$ cat src/logic/pos_regs.svh
`ifndef POS_REGS_SVH
`define POS_REGS_SVH
// What this block does
// reserved bits of both registers read as zero; software writes zero there.
// input interrupt enable set means interrupt whenever any input request flag is set.
// mode 00 accepts a request on a high to low transition of that input.
// mode 01 samples on clock divided by 8, accepts after 16 low samples.
// mode 10 samples on clock divided by 16, accepts after 16 low samples.
// mode 11 samples on clock divided by 128, accepts after 16 low samples.
// each input has its own two-bit mode field, input 3 at bits 7-6 downward.
// output short flag bit 15 sets when any compared pair drives both low.
// while output short flag is set, all high-current pins are high impedance.
// output short flag clears only by writing 0 after reading it as 1.
// software writes only zero to flag bits; writing one never sets a flag.
// interrupt enable and all mode bits reset to zero.
// input flags in bits 15-12 set when the selected condition occurs.
// input flag clears only by writing 0 after reading it as 1.
// an accepted request on any input forces all high-current pins high impedance.
// output short interrupt enable gates the interrupt from the output short flag.
// a high sample restarts the low run, so 16 uninterrupted lows are needed.

// register byte offsets
`define POS_IN_CTRL_OFS 8'h00
`define POS_OUT_CTRL_OFS 8'h04
// input control register fields
`define POS_IN_FLAG_LSB 12
`define POS_IN_IRQ_EN_BIT 8
`define POS_IN_MODE_LSB 0
`define POS_IN_RESET 16'h0000
// output control register fields
`define POS_OUT_SHORT_BIT 15
`define POS_OUT_CMP_EN_BIT 9
`define POS_OUT_IRQ_EN_BIT 8
`define POS_OUT_RESET 16'h0000
// sampling divisions and run length
`define POS_DIV_A 8
`define POS_DIV_B 16
`define POS_DIV_C 128
`define POS_SAMPLE_RUN 16
`endif

$ cat src/logic/pos_pkg.sv
package pos_pkg;
	typedef enum logic [1:0] {
		POS_MODE_EDGE = 2'h0,
		POS_MODE_DIV_A = 2'h1,
		POS_MODE_DIV_B = 2'h2,
		POS_MODE_DIV_C = 2'h3
	} pos_mode_t;
	typedef logic [2:0] pos_tick_t;
endpackage

$ cat src/logic/pos_qual_if.sv
interface pos_qual_if;
	import pos_pkg::*;
	pos_mode_t mode;
	pos_tick_t tick;
	logic req_n;
	logic accept;
	modport ctrl(output mode, output tick, output req_n, input accept);
	modport qual(input mode, input tick, input req_n, output accept);
endinterface

$ cat src/logic/pos_qualifier.sv
`include "pos_regs.svh"
module pos_qualifier
	import pos_pkg::*;
(
	// clock and reset
	input wire logic clk_in,
	input wire logic arst_n_in,
	// request channel
	pos_qual_if.qual q
);
	localparam int RUN = `POS_SAMPLE_RUN;
	logic prev_reg;
	logic [4:0] run_reg;
	logic accept_reg;
	logic sample_en;

	always_comb begin
		unique case (q.mode)
			POS_MODE_DIV_A: sample_en = q.tick[0];
			POS_MODE_DIV_B: sample_en = q.tick[1];
			POS_MODE_DIV_C: sample_en = q.tick[2];
			POS_MODE_EDGE: sample_en = 1'b0;
		endcase
	end

	always_ff @(posedge clk_in or negedge arst_n_in) begin
		if (!arst_n_in) begin
			prev_reg <= 1'b1;
		end else begin
			prev_reg <= q.req_n;
		end
	end

	// consecutive low samples, restarted by any high sample
	always_ff @(posedge clk_in or negedge arst_n_in) begin
		if (!arst_n_in) begin
			run_reg <= 5'h00;
		end else if (q.mode == POS_MODE_EDGE) begin
			run_reg <= 5'h00;
		end else if (sample_en) begin
			if (q.req_n) begin
				run_reg <= 5'h00;
			end else if (run_reg != 5'(RUN)) begin
				run_reg <= run_reg + 5'h01;
			end
		end
	end

	always_ff @(posedge clk_in or negedge arst_n_in) begin
		if (!arst_n_in) begin
			accept_reg <= 1'b0;
		end else if (q.mode == POS_MODE_EDGE) begin
			accept_reg <= prev_reg & ~q.req_n;
		end else begin
			accept_reg <= sample_en & ~q.req_n & (run_reg == 5'(RUN - 1));
		end
	end

	assign q.accept = accept_reg;
endmodule // pos_qualifier

$ cat src/logic/pos_top.sv
`include "pos_regs.svh"
module pos_top
	import pos_pkg::*;
#(
	parameter int NUM_REQ = 4,
	parameter int NUM_PAIRS = 3
) (
	// clock and reset
	input wire logic REF_CLK_IN,
	input wire logic ARST_N_IN,
	// register port
	input wire logic [7:0] REG_ADDR_IN,
	input wire logic [15:0] REG_WDATA_IN,
	input wire logic REG_WR_IN,
	input wire logic REG_RD_IN,
	output logic [15:0] REG_RDATA_OUT,
	// shutdown request inputs, active low
	input wire logic [NUM_REQ-1:0] REQ_N_IN,
	// complementary pair output levels, pair k on bits 2k and 2k+1
	input wire logic [2*NUM_PAIRS-1:0] PAIR_LEVEL_IN,
	// timer output enables of the high-current pins, active low
	input wire logic [2*NUM_PAIRS-1:0] TMR_OE_N_IN,
	// pin drive control and status
	output logic [2*NUM_PAIRS-1:0] HC_OE_N_OUT,
	output logic HIZ_OUT,
	// interrupt
	output logic IRQ_OUT
);
	localparam int DIV_A = `POS_DIV_A;
	localparam int DIV_B = `POS_DIV_B;
	localparam int DIV_C = `POS_DIV_C;
	localparam int RUN = `POS_SAMPLE_RUN;
	localparam int FL = `POS_IN_FLAG_LSB;

	logic [6:0] div_reg;
	pos_tick_t tick;
	logic wr_in_hit;
	logic wr_out_hit;
	logic rd_in_hit;
	logic rd_out_hit;
	logic [NUM_REQ-1:0] flag_reg;
	logic [NUM_REQ-1:0] flag_next;
	logic [NUM_REQ-1:0] armed_reg;
	logic [NUM_REQ-1:0] accept;
	logic [2*NUM_REQ-1:0] mode_reg;
	logic in_irq_en_reg;
	logic short_reg;
	logic short_next;
	logic short_armed_reg;
	logic cmp_en_reg;
	logic out_irq_en_reg;
	logic [NUM_PAIRS-1:0] pair_low;
	logic short_seen;
	logic hiz_reg;
	logic irq_reg;
	logic [15:0] rdata_reg;
	logic [15:0] in_view;
	logic [15:0] out_view;

	// sampling clock divisions from one free-running counter
	always_ff @(posedge REF_CLK_IN or negedge ARST_N_IN) begin
		if (!ARST_N_IN) begin
			div_reg <= 7'h00;
		end else begin
			div_reg <= div_reg + 7'h01;
		end
	end

	assign tick[0] = (div_reg[2:0] == 3'(DIV_A - 1));
	assign tick[1] = (div_reg[3:0] == 4'(DIV_B - 1));
	assign tick[2] = (div_reg == 7'(DIV_C - 1));

	assign wr_in_hit = REG_WR_IN && (REG_ADDR_IN == `POS_IN_CTRL_OFS);
	assign wr_out_hit = REG_WR_IN && (REG_ADDR_IN == `POS_OUT_CTRL_OFS);
	assign rd_in_hit = REG_RD_IN && (REG_ADDR_IN == `POS_IN_CTRL_OFS);
	assign rd_out_hit = REG_RD_IN && (REG_ADDR_IN == `POS_OUT_CTRL_OFS);

	// one qualifier per request input
	genvar gi;
	generate
		for (gi = 0; gi < NUM_REQ; gi++) begin : g_req
			pos_qual_if qif();
			assign qif.mode = pos_mode_t'(mode_reg[2*gi+1:2*gi]);
			assign qif.tick = tick;
			assign qif.req_n = REQ_N_IN[gi];
			assign accept[gi] = qif.accept;
			pos_qualifier u_qual (
				.clk_in(REF_CLK_IN),
				.arst_n_in(ARST_N_IN),
				.q(qif.qual)
			);
		end
	endgenerate

	// input control: enable and modes
	always_ff @(posedge REF_CLK_IN or negedge ARST_N_IN) begin
		if (!ARST_N_IN) begin
			in_irq_en_reg <= 1'b0;
			mode_reg <= 8'h00;
		end else if (wr_in_hit) begin
			in_irq_en_reg <= REG_WDATA_IN[`POS_IN_IRQ_EN_BIT];
			mode_reg <= REG_WDATA_IN[`POS_IN_MODE_LSB +: 2*NUM_REQ];
		end
	end

	// input flags: clear by write 0 after read 1, set wins
	always_comb begin
		flag_next = flag_reg;
		for (int i = 0; i < NUM_REQ; i++) begin
			if (wr_in_hit && !REG_WDATA_IN[FL+i] && armed_reg[i]) begin
				flag_next[i] = 1'b0;
			end
			if (accept[i]) begin
				flag_next[i] = 1'b1;
			end
		end
	end

	always_ff @(posedge REF_CLK_IN or negedge ARST_N_IN) begin
		if (!ARST_N_IN) begin
			flag_reg <= 4'h0;
		end else begin
			flag_reg <= flag_next;
		end
	end

	// remembers which flags were last read as one
	always_ff @(posedge REF_CLK_IN or negedge ARST_N_IN) begin
		if (!ARST_N_IN) begin
			armed_reg <= 4'h0;
		end else if (rd_in_hit) begin
			armed_reg <= flag_reg;
		end else if (wr_in_hit) begin
			armed_reg <= 4'h0;
		end
	end

	// output control: compare and interrupt enables
	always_ff @(posedge REF_CLK_IN or negedge ARST_N_IN) begin
		if (!ARST_N_IN) begin
			cmp_en_reg <= 1'b0;
			out_irq_en_reg <= 1'b0;
		end else if (wr_out_hit) begin
			cmp_en_reg <= REG_WDATA_IN[`POS_OUT_CMP_EN_BIT];
			out_irq_en_reg <= REG_WDATA_IN[`POS_OUT_IRQ_EN_BIT];
		end
	end

	// pair comparison
	generate
		for (gi = 0; gi < NUM_PAIRS; gi++) begin : g_pair
			assign pair_low[gi] = ~PAIR_LEVEL_IN[2*gi] & ~PAIR_LEVEL_IN[2*gi+1];
		end
	endgenerate

	assign short_seen = cmp_en_reg && (|pair_low);

	always_comb begin
		short_next = short_reg;
		if (wr_out_hit && !REG_WDATA_IN[`POS_OUT_SHORT_BIT] && short_armed_reg) begin
			short_next = 1'b0;
		end
		if (short_seen) begin
			short_next = 1'b1;
		end
	end

	always_ff @(posedge REF_CLK_IN or negedge ARST_N_IN) begin
		if (!ARST_N_IN) begin
			short_reg <= 1'b0;
		end else begin
			short_reg <= short_next;
		end
	end

	always_ff @(posedge REF_CLK_IN or negedge ARST_N_IN) begin
		if (!ARST_N_IN) begin
			short_armed_reg <= 1'b0;
		end else if (rd_out_hit) begin
			short_armed_reg <= short_reg;
		end else if (wr_out_hit) begin
			short_armed_reg <= 1'b0;
		end
	end

	// pin release and interrupt
	always_ff @(posedge REF_CLK_IN or negedge ARST_N_IN) begin
		if (!ARST_N_IN) begin
			hiz_reg <= 1'b0;
		end else begin
			hiz_reg <= (|flag_next) | short_next;
		end
	end

	always_ff @(posedge REF_CLK_IN or negedge ARST_N_IN) begin
		if (!ARST_N_IN) begin
			irq_reg <= 1'b0;
		end else begin
			irq_reg <= (in_irq_en_reg & (|flag_reg)) | (out_irq_en_reg & short_reg);
		end
	end

	assign HIZ_OUT = hiz_reg;
	assign HC_OE_N_OUT = TMR_OE_N_IN | {(2*NUM_PAIRS){hiz_reg}};
	assign IRQ_OUT = irq_reg;

	// read path, reserved bits zero
	always_comb begin
		in_view = 16'h0000;
		in_view[FL +: NUM_REQ] = flag_reg;
		in_view[`POS_IN_IRQ_EN_BIT] = in_irq_en_reg;
		in_view[`POS_IN_MODE_LSB +: 2*NUM_REQ] = mode_reg;
		out_view = 16'h0000;
		out_view[`POS_OUT_SHORT_BIT] = short_reg;
		out_view[`POS_OUT_CMP_EN_BIT] = cmp_en_reg;
		out_view[`POS_OUT_IRQ_EN_BIT] = out_irq_en_reg;
	end

	always_ff @(posedge REF_CLK_IN or negedge ARST_N_IN) begin
		if (!ARST_N_IN) begin
			rdata_reg <= 16'h0000;
		end else if (rd_in_hit) begin
			rdata_reg <= in_view;
		end else if (rd_out_hit) begin
			rdata_reg <= out_view;
		end else begin
			rdata_reg <= 16'h0000;
		end
	end

	assign REG_RDATA_OUT = rdata_reg;

	// helper: low run of input 0 on its selected sampling tick
	logic [5:0] chk_run;
	logic chk_tick;
	always_comb begin
		unique case (mode_reg[1:0])
			2'h1: chk_tick = tick[0];
			2'h2: chk_tick = tick[1];
			2'h3: chk_tick = tick[2];
			2'h0: chk_tick = 1'b0;
		endcase
	end
	always_ff @(posedge REF_CLK_IN or negedge ARST_N_IN) begin
		if (!ARST_N_IN) begin
			chk_run <= 6'h00;
		end else if (mode_reg[1:0] == 2'h0 || (chk_tick && REQ_N_IN[0])) begin
			chk_run <= 6'h00;
		end else if (chk_tick && chk_run != 6'h3f) begin
			chk_run <= chk_run + 6'h01;
		end
	end
endmodule // pos_top

$ cat config.mk
export PLATFORM = sky130hd
export DESIGN_NAME = pos_top
export DESIGN_NICKNAME = d
export VERILOG_FILES = /design/src/logic/pos_pkg.sv /design/src/logic/pos_qual_if.sv /design/src/logic/pos_qualifier.sv /design/src/logic/pos_top.sv
export VERILOG_INCLUDE_DIRS = /design/src /design/src/logic
export SDC_FILE = /design/constraint.sdc
export NUM_CORES = 1
export LEC_CHECK = 0
export ABC_AREA = 0
export ABC_CLOCK_PERIOD_IN_PS = 1900
export BUFFER_PORTS_ARGS = -buffer_cell sky130_fd_sc_hd__buf_2
export CORE_UTILIZATION = 40
export CTS_CLUSTER_DIAMETER = 30
export DETAILED_ROUTE_END_ITERATION = 8
export GPL_TIMING_DRIVEN = 0
export PLACE_DENSITY_LB_ADDON = 0.15
export SETUP_SLACK_MARGIN = 0.4
export SYNTH_ARGS = -nofsm -noshare
export SYNTH_HDL_FRONTEND = slang
export SYNTH_SLANG_ARGS = --single-unit
$ cat constraint.sdc
create_clock -name REF_CLK_IN -period 1.9 [get_ports REF_CLK_IN]
set_clock_uncertainty 0.2 [all_clocks]
set_input_delay 0.38 -clock REF_CLK_IN [delete_from_list [all_inputs] [get_ports REF_CLK_IN]]
set_output_delay 0.38 -clock REF_CLK_IN [all_outputs]
set_load 0.005 [all_outputs]
=== Word-level counts from Yosys, hierarchy flattened ===
Index checks and enable logic that the tools add are counted.

* Output and inout port bits: 24
* Register bits after elaboration: 74
* Input bits: 44
* Logic and storage cells: 164

* Reduce and logical (&&, ||, !) cells: 41
* Mux-type cells: 40
* Bitwise operators: 30
* $add $sub $neg: 5
* Equal/unequal tests: 24

{| class="wikitable"
|+ Operators with widths
! kind !! count
|-
| 5-bit two-way mux || 16
|-
| 16-bit two-way mux || 2
|-
| 5-bit by 1-bit adder with 5-bit output, second input constant || 4
|-
| 5-bit by 4-bit == test with 1-bit output, second input constant || 4
|-
| 5-bit != test, second input constant || 4
|-
| 1-bit AND || 17
|-
| 2-bit == test, second input constant || 8
|-
| 1-bit two-way mux || 16
|-
| 1-bit one-hot mux with 4 select lines || 4
|-
| 1-bit logical AND || 15
|-
| 2-bit nonzero test || 6
|-
| 3-bit nonzero test || 4
|-
| 1-bit inverter || 10
|-
| 2-bit by 1-bit == test with 1-bit output, second input constant || 4
|-
| 8-bit by 3-bit == test with 1-bit output, second input constant || 1
|-
| 2-bit zero test || 4
|-
| 8-bit zero test || 1
|-
| 4-bit two-way mux || 2
|-
| 2-bit AND reduction || 4
|-
| 4-bit OR reduction || 2
|-
| 7-bit by 1-bit adder with 7-bit output, second input constant || 1
|-
| 7-bit == test, second input constant || 1
|-
| 6-bit bitwise OR || 1
|-
| 4-bit == test, second input constant || 1
|-
| 4 further kinds || 8
|}

=== Longest topological paths before layout ===
* Depth in word-level cells: 8
* Mapped depth: 7
* Depth with buffers taken out: 6

=== Hierarchy ===
A second synthesis with hierarchy kept.

* Cell total of the unflattened synthesis: 341
* Area total of the unflattened synthesis: 3607.2 um^2

{| class="wikitable"
|+ By module, submodules not included
! module !! cells an instance !! area each (um^2) !! times used !! sequential area each (um^2)
|-
| pos_qualifier || 44 || 452.9 || 4 || 176.4
|-
| pos_top || 165 || 1795.5 || 1 || 1101.1
|}

=== Worst setup path after synthesis ===
No wires, ideal clock.

* Path type: input to register
* Start: in REG_ADDR_IN[5]
* End: reg flag_reg[3]
* Setup time: 0.118 ns
* Path buffers: 0
* Stages on the path: 4
* Path slack: -0.299 ns
* Data required time: 1.582 ns
* Arrival: 1.881 ns
* Path through: or4_4 or4_4 or3_1 a21o_1

* Word-level cells in the longest chain between the ends: 6

{| class="wikitable"
|+ Ends and longest elaborated chain
! element !! line !! source
|-
| start, declared || pos_top.sv:12 || <nowiki>input wire logic [7:0] REG_ADDR_IN,</nowiki>
|-
| 8-bit zero test (no source line) || n/a ||
|-
| 1-bit logical AND || pos_top.sv:73 || <nowiki>assign wr_in_hit = REG_WR_IN && (REG_ADDR_IN == `POS_IN_CTRL_OFS);</nowiki>
|-
| 1-bit logical AND (2 in series) || pos_top.sv:110 || <nowiki>if (wr_in_hit && !REG_WDATA_IN[FL+i] && armed_reg[i]) begin</nowiki>
|-
| 1-bit two-way mux || pos_top.sv:110 ||
|-
| 1-bit two-way mux || pos_top.sv:113 || <nowiki>if (accept[i]) begin</nowiki>
|-
| net flag_next[3] || pos_top.sv:42 || <nowiki>logic [NUM_REQ-1:0] flag_next;</nowiki>
|-
| end signal, assigned || pos_top.sv:123 || <nowiki>flag_reg <= flag_next;</nowiki>
|-
| end, declared || pos_top.sv:41 || <nowiki>logic [NUM_REQ-1:0] flag_reg;</nowiki>
|}

The timed path passes the listed nets, and every way through them passes these cells.
A chain may end at the register's enable or synchronous reset.

=== Final worst setup path ===
* Start: reg div_reg[0]
* End: reg g_req[3].u_qual.run_reg[1]

* Word-level cells in the longest chain between the ends: 4
* Elaborated cells on any way between the ends: 6
* Those cells by class: eq/ne: 3; mux: 1; reduce/logical: 2

{| class="wikitable"
|+ Ends and longest elaborated chain
! element !! line !! source
|-
| start, declared || pos_top.sv:35 || <nowiki>logic [6:0] div_reg;</nowiki>
|-
| start signal, assigned || pos_top.sv:65 || <nowiki>div_reg <= div_reg + 7'h01;</nowiki>
|-
| 7-bit == test, or another cell as far along || pos_top.sv:71 || <nowiki>assign tick[2] = (div_reg == 7'(DIV_C - 1));</nowiki>
|-
| 1-bit one-hot mux with 4 select lines (*) || pos_qualifier.sv:18 || <nowiki>unique case (q.mode)</nowiki>
|-
| 2-bit nonzero test (no source line) (*) || n/a ||
|-
| 2-bit AND reduction (no source line) (*) || n/a ||
|-
| end signal, assigned || pos_qualifier.sv:44 || <nowiki>run_reg <= run_reg + 5'h01;</nowiki>
|-
| end, declared || pos_qualifier.sv:13 || <nowiki>logic [4:0] run_reg;</nowiki>
|}

Every way passes the cells marked *; elsewhere a longest branch is shown, timed or not.

==> metrics.md <==
| Metric | Value |
|---|---|
| Status | finished, violations left |
| Failing checks | setup timing |
| RSZ-0062 raised after global routing | yes |
| WHS | 21.41 ps |
| Util after Layout | 0.5953 |
| Max Slew Vio Count | 0 |
| GR Util met1 | 0.2438 |
| Diodes inserted | 0 |
| Post-route cell area | 4916 um2 |
| YS warnings | 0 |
| Met3 GRT Util | 0.02818 |
| Root buf cell | clkbuf_8 |
| DRC | 0 |
| DRT antenna net count | 0 |
| Lkg Pwr | 2.317 nW |
| Flops & latches, synth | 72 |
| Post-synthesis sequential area ratio | 0.5253 |
| Max Fclk | 492.4 MHz |
| Initial antenna violation count | 0 |
| Vias in the first global route | 2710 |
| CTS Buffer Depth | 2 |
| Nets | 509 |
| Top_reg_cell synth | dfrtp_1 |
| Cell family with the largest share of critical-path delay | compound AO/OA/AOI/OAI gates |
| Max Cap Violations | 0 |
| Setup TNS | -2161 ps |
| # fillers | 699 |
| Final worst slack | -130.8 ps |
| HP Class | input pin to flip-flop |
| Syn avg cell area | 9.941 um2 |
| Cells after synthesis | 346 |
| Place WS | -618.4 ps |
| Num rows | 33 |
| Synth top area share | 0.4947 |
| CP peak stage delay | 390 ps |
| Routed vias/inst | 5.087 |
| Core area | 8258 um2 |
| Area of the multi-input gates | 1918 um2 |
| Clock Sinks | 72 |
| Async SR Flop Fraction | 1.000 |
| Largest net degree at the start of global routing | 41 |
| Ranking of synthesized cells by area | dfrtp_1 (49%), ha_1 (5.1%), nand2_1 (5.0%) |
| Reg area | 1808 um2 |
| Period Utilization, post-route | 1.069 |
| Post-Syn Area | 3440 um2 |
| P&R area growth vs syn | 42.92% |
| Final Hold Viols | 0 |
| Most used cell, CP | ha_4 |
| DR iter-0 viols | 95 |
| Die extent in x | 94.73 um |
| WS Path Type | flip-flop to flip-flop |
| CP Data Required Time | 1980 ps |
| DR vias | 2854 |
| Yosys cell types | 43 |
| Total Routed Length | 7992 um |
| Power Density | 607.2 nW/um2 |
| CP max FO | 8 |
| First-pass detailed-route iteration total | 4 |
| Commonest cells post-synth | dfrtp_1 (68), nand2_1 (46), inv_1 (22) |
| Total congestion overflow | 0 |
| Critical path cell sequence | ha_4, ha_4, buf_8, nor3b_2, a221o_1, or3_4, o2bb2ai_1 |
| Share of cells above drive strength 1 | 0.4408 |
| Clk pin slew, worst setup/hold paths | 80 ps |
| Post-synth top area cell | dfrtp_1 |
| Initial Utilization | 0.4165 |
| Hpwl dp | 5036 um |
| Skew-Pair Late Insertion Delay | 350 ps |
| Wire length of the first global-routing pass | 12610 um |
| Final setup viols | 22 |
| Crit path buffers/inverters | 1 |
| Placement Cell Area | 4071 um2 |
| Crit start category | flip-flop |
| Port bufs | 62 |
| Number of synthesized flops with an enable pin | 0 |
| Max reg flops | 20 |
| Placed insts | 515 |
| Chip height | 94.73 um |
| Cts bufs inserted | 9 |
| H-tree levels | 3 |
| DIE AREA | 8974 um2 |
| Final weighted congestion in routability-driven placement | 0.8297 |
| CTS tree | yes |
| All-Layer GR Usage | 0.1839 |
| CP max-delay cell | dfrtp_1 |
| Met2 Usage GRT | 0.2884 |
| I/O pins | 68 |
| CP endpoint kind | flip-flop |
| Worst VDD drop | 0.0002976 V |
| Final std cells w/o fill | 561 |
| GRT busiest layer | met2 |
| Final Critical Period | 2031 ps |
| Mean routed wirelength per cell | 14.25 um |
| Tot Pwr | 2.985 mW |
| Most frequent cell after synthesis | dfrtp_1 |
| WP data arrival | 2110 ps |
-- cell families (layout without fill, tap and decap cells) --
kind of cell,after synthesis,count (layout),synth area share
simple gates,151,151,0.2270
flops,72,72,0.5253
compound gates,61,61,0.1240
buf+inv,37,146,0.04329
fa+ha+maj,14,14,0.05093
mux,6,6,0.01819
xor+xnor,4,4,0.01019
other cells,1,2,0.001090
-- layer usage --
layer	wire length (um)	up-vias
met3	257	16
met4	184	0
met5	0	-
met2	3849	63
li1	-	1412
met1	3701	1363
-- final timing paths --
check	from	end	slack [ps]	depth (start not counted)
hold / removal	REQ_N_IN[0]	g_req[0].u_qual.q.accept	20	2
setup / recovery	div_reg[0]	g_req[3].u_qual.run_reg[1]	-130	7
setup reg to reg	div_reg[0]	g_req[3].u_qual.run_reg[1]	-130	7
min in group asynchronous	ARST_N_IN	g_req[2].u_qual.run_reg[1]	320	2
hold reg to reg	g_req[0].u_qual.q.accept	flag_reg[0]	280	1
max in group asynchronous	ARST_N_IN	g_req[0].u_qual.prev_reg	550	3
-- what timing repair did --
item / 4_1_cts / 5_1_grt
setup buffers: 16 / 7
endpoints found under the hold margin: 34 / 0
endpoints found under the setup margin: 60 / 63
pin swaps: 31 / 17
gates cloned: 1 / 1
hold buffers: 5 / 0
resized for setup: 67 / 40
-- layout by cell type, fill, tap and decap left out, types with 7 or more instances in the layout --
cell type,count
dfrtp_1,67
buf_2,52
nand2_1,32
buf_6,23
inv_1,22
nor2_1,19
nand3_1,15
buf_4,13
nand2_2,11
and2_4,9
clkbuf_8,9
a21o_1,8
clkbuf_1,8
o21ai_0,8
o21ai_2,7
-- power breakdown --
group	leakage, nW	total (mW)	switching [mW]	internal, mW
registers	0.933	1.59	0.0205	1.57
logic	1.31	0.333	0.176	0.157
clock network	0.0781	1.06	0.593	0.467
-- cell type report --
| type | instances | share of cell area |
|---|---|---|
| flip-flops and latches | 72 | 0.3678 |
| plain buffers | 15 | 0.02265 |
| multi-input cells | 238 | 0.3902 |
| clock buffers | 10 | 0.02596 |
| inverters | 22 | 0.01680 |
| clock inverters | 6 | 0.007636 |
| repair buffers | 93 | 0.1423 |
| well taps | 105 | 0.02672 |
-- worst register-to-register path, delay by kind of cell, from the launching register on --
kind                       cells  cell delay [ps]
AOI/OAI and AO/OA              2              490
adders and majority gates      2              320
buffers and inverters          1              120
DFF                            1              390
and+or+nand+nor                2              440
Note: power is estimated with default switching activity, not from simulation.
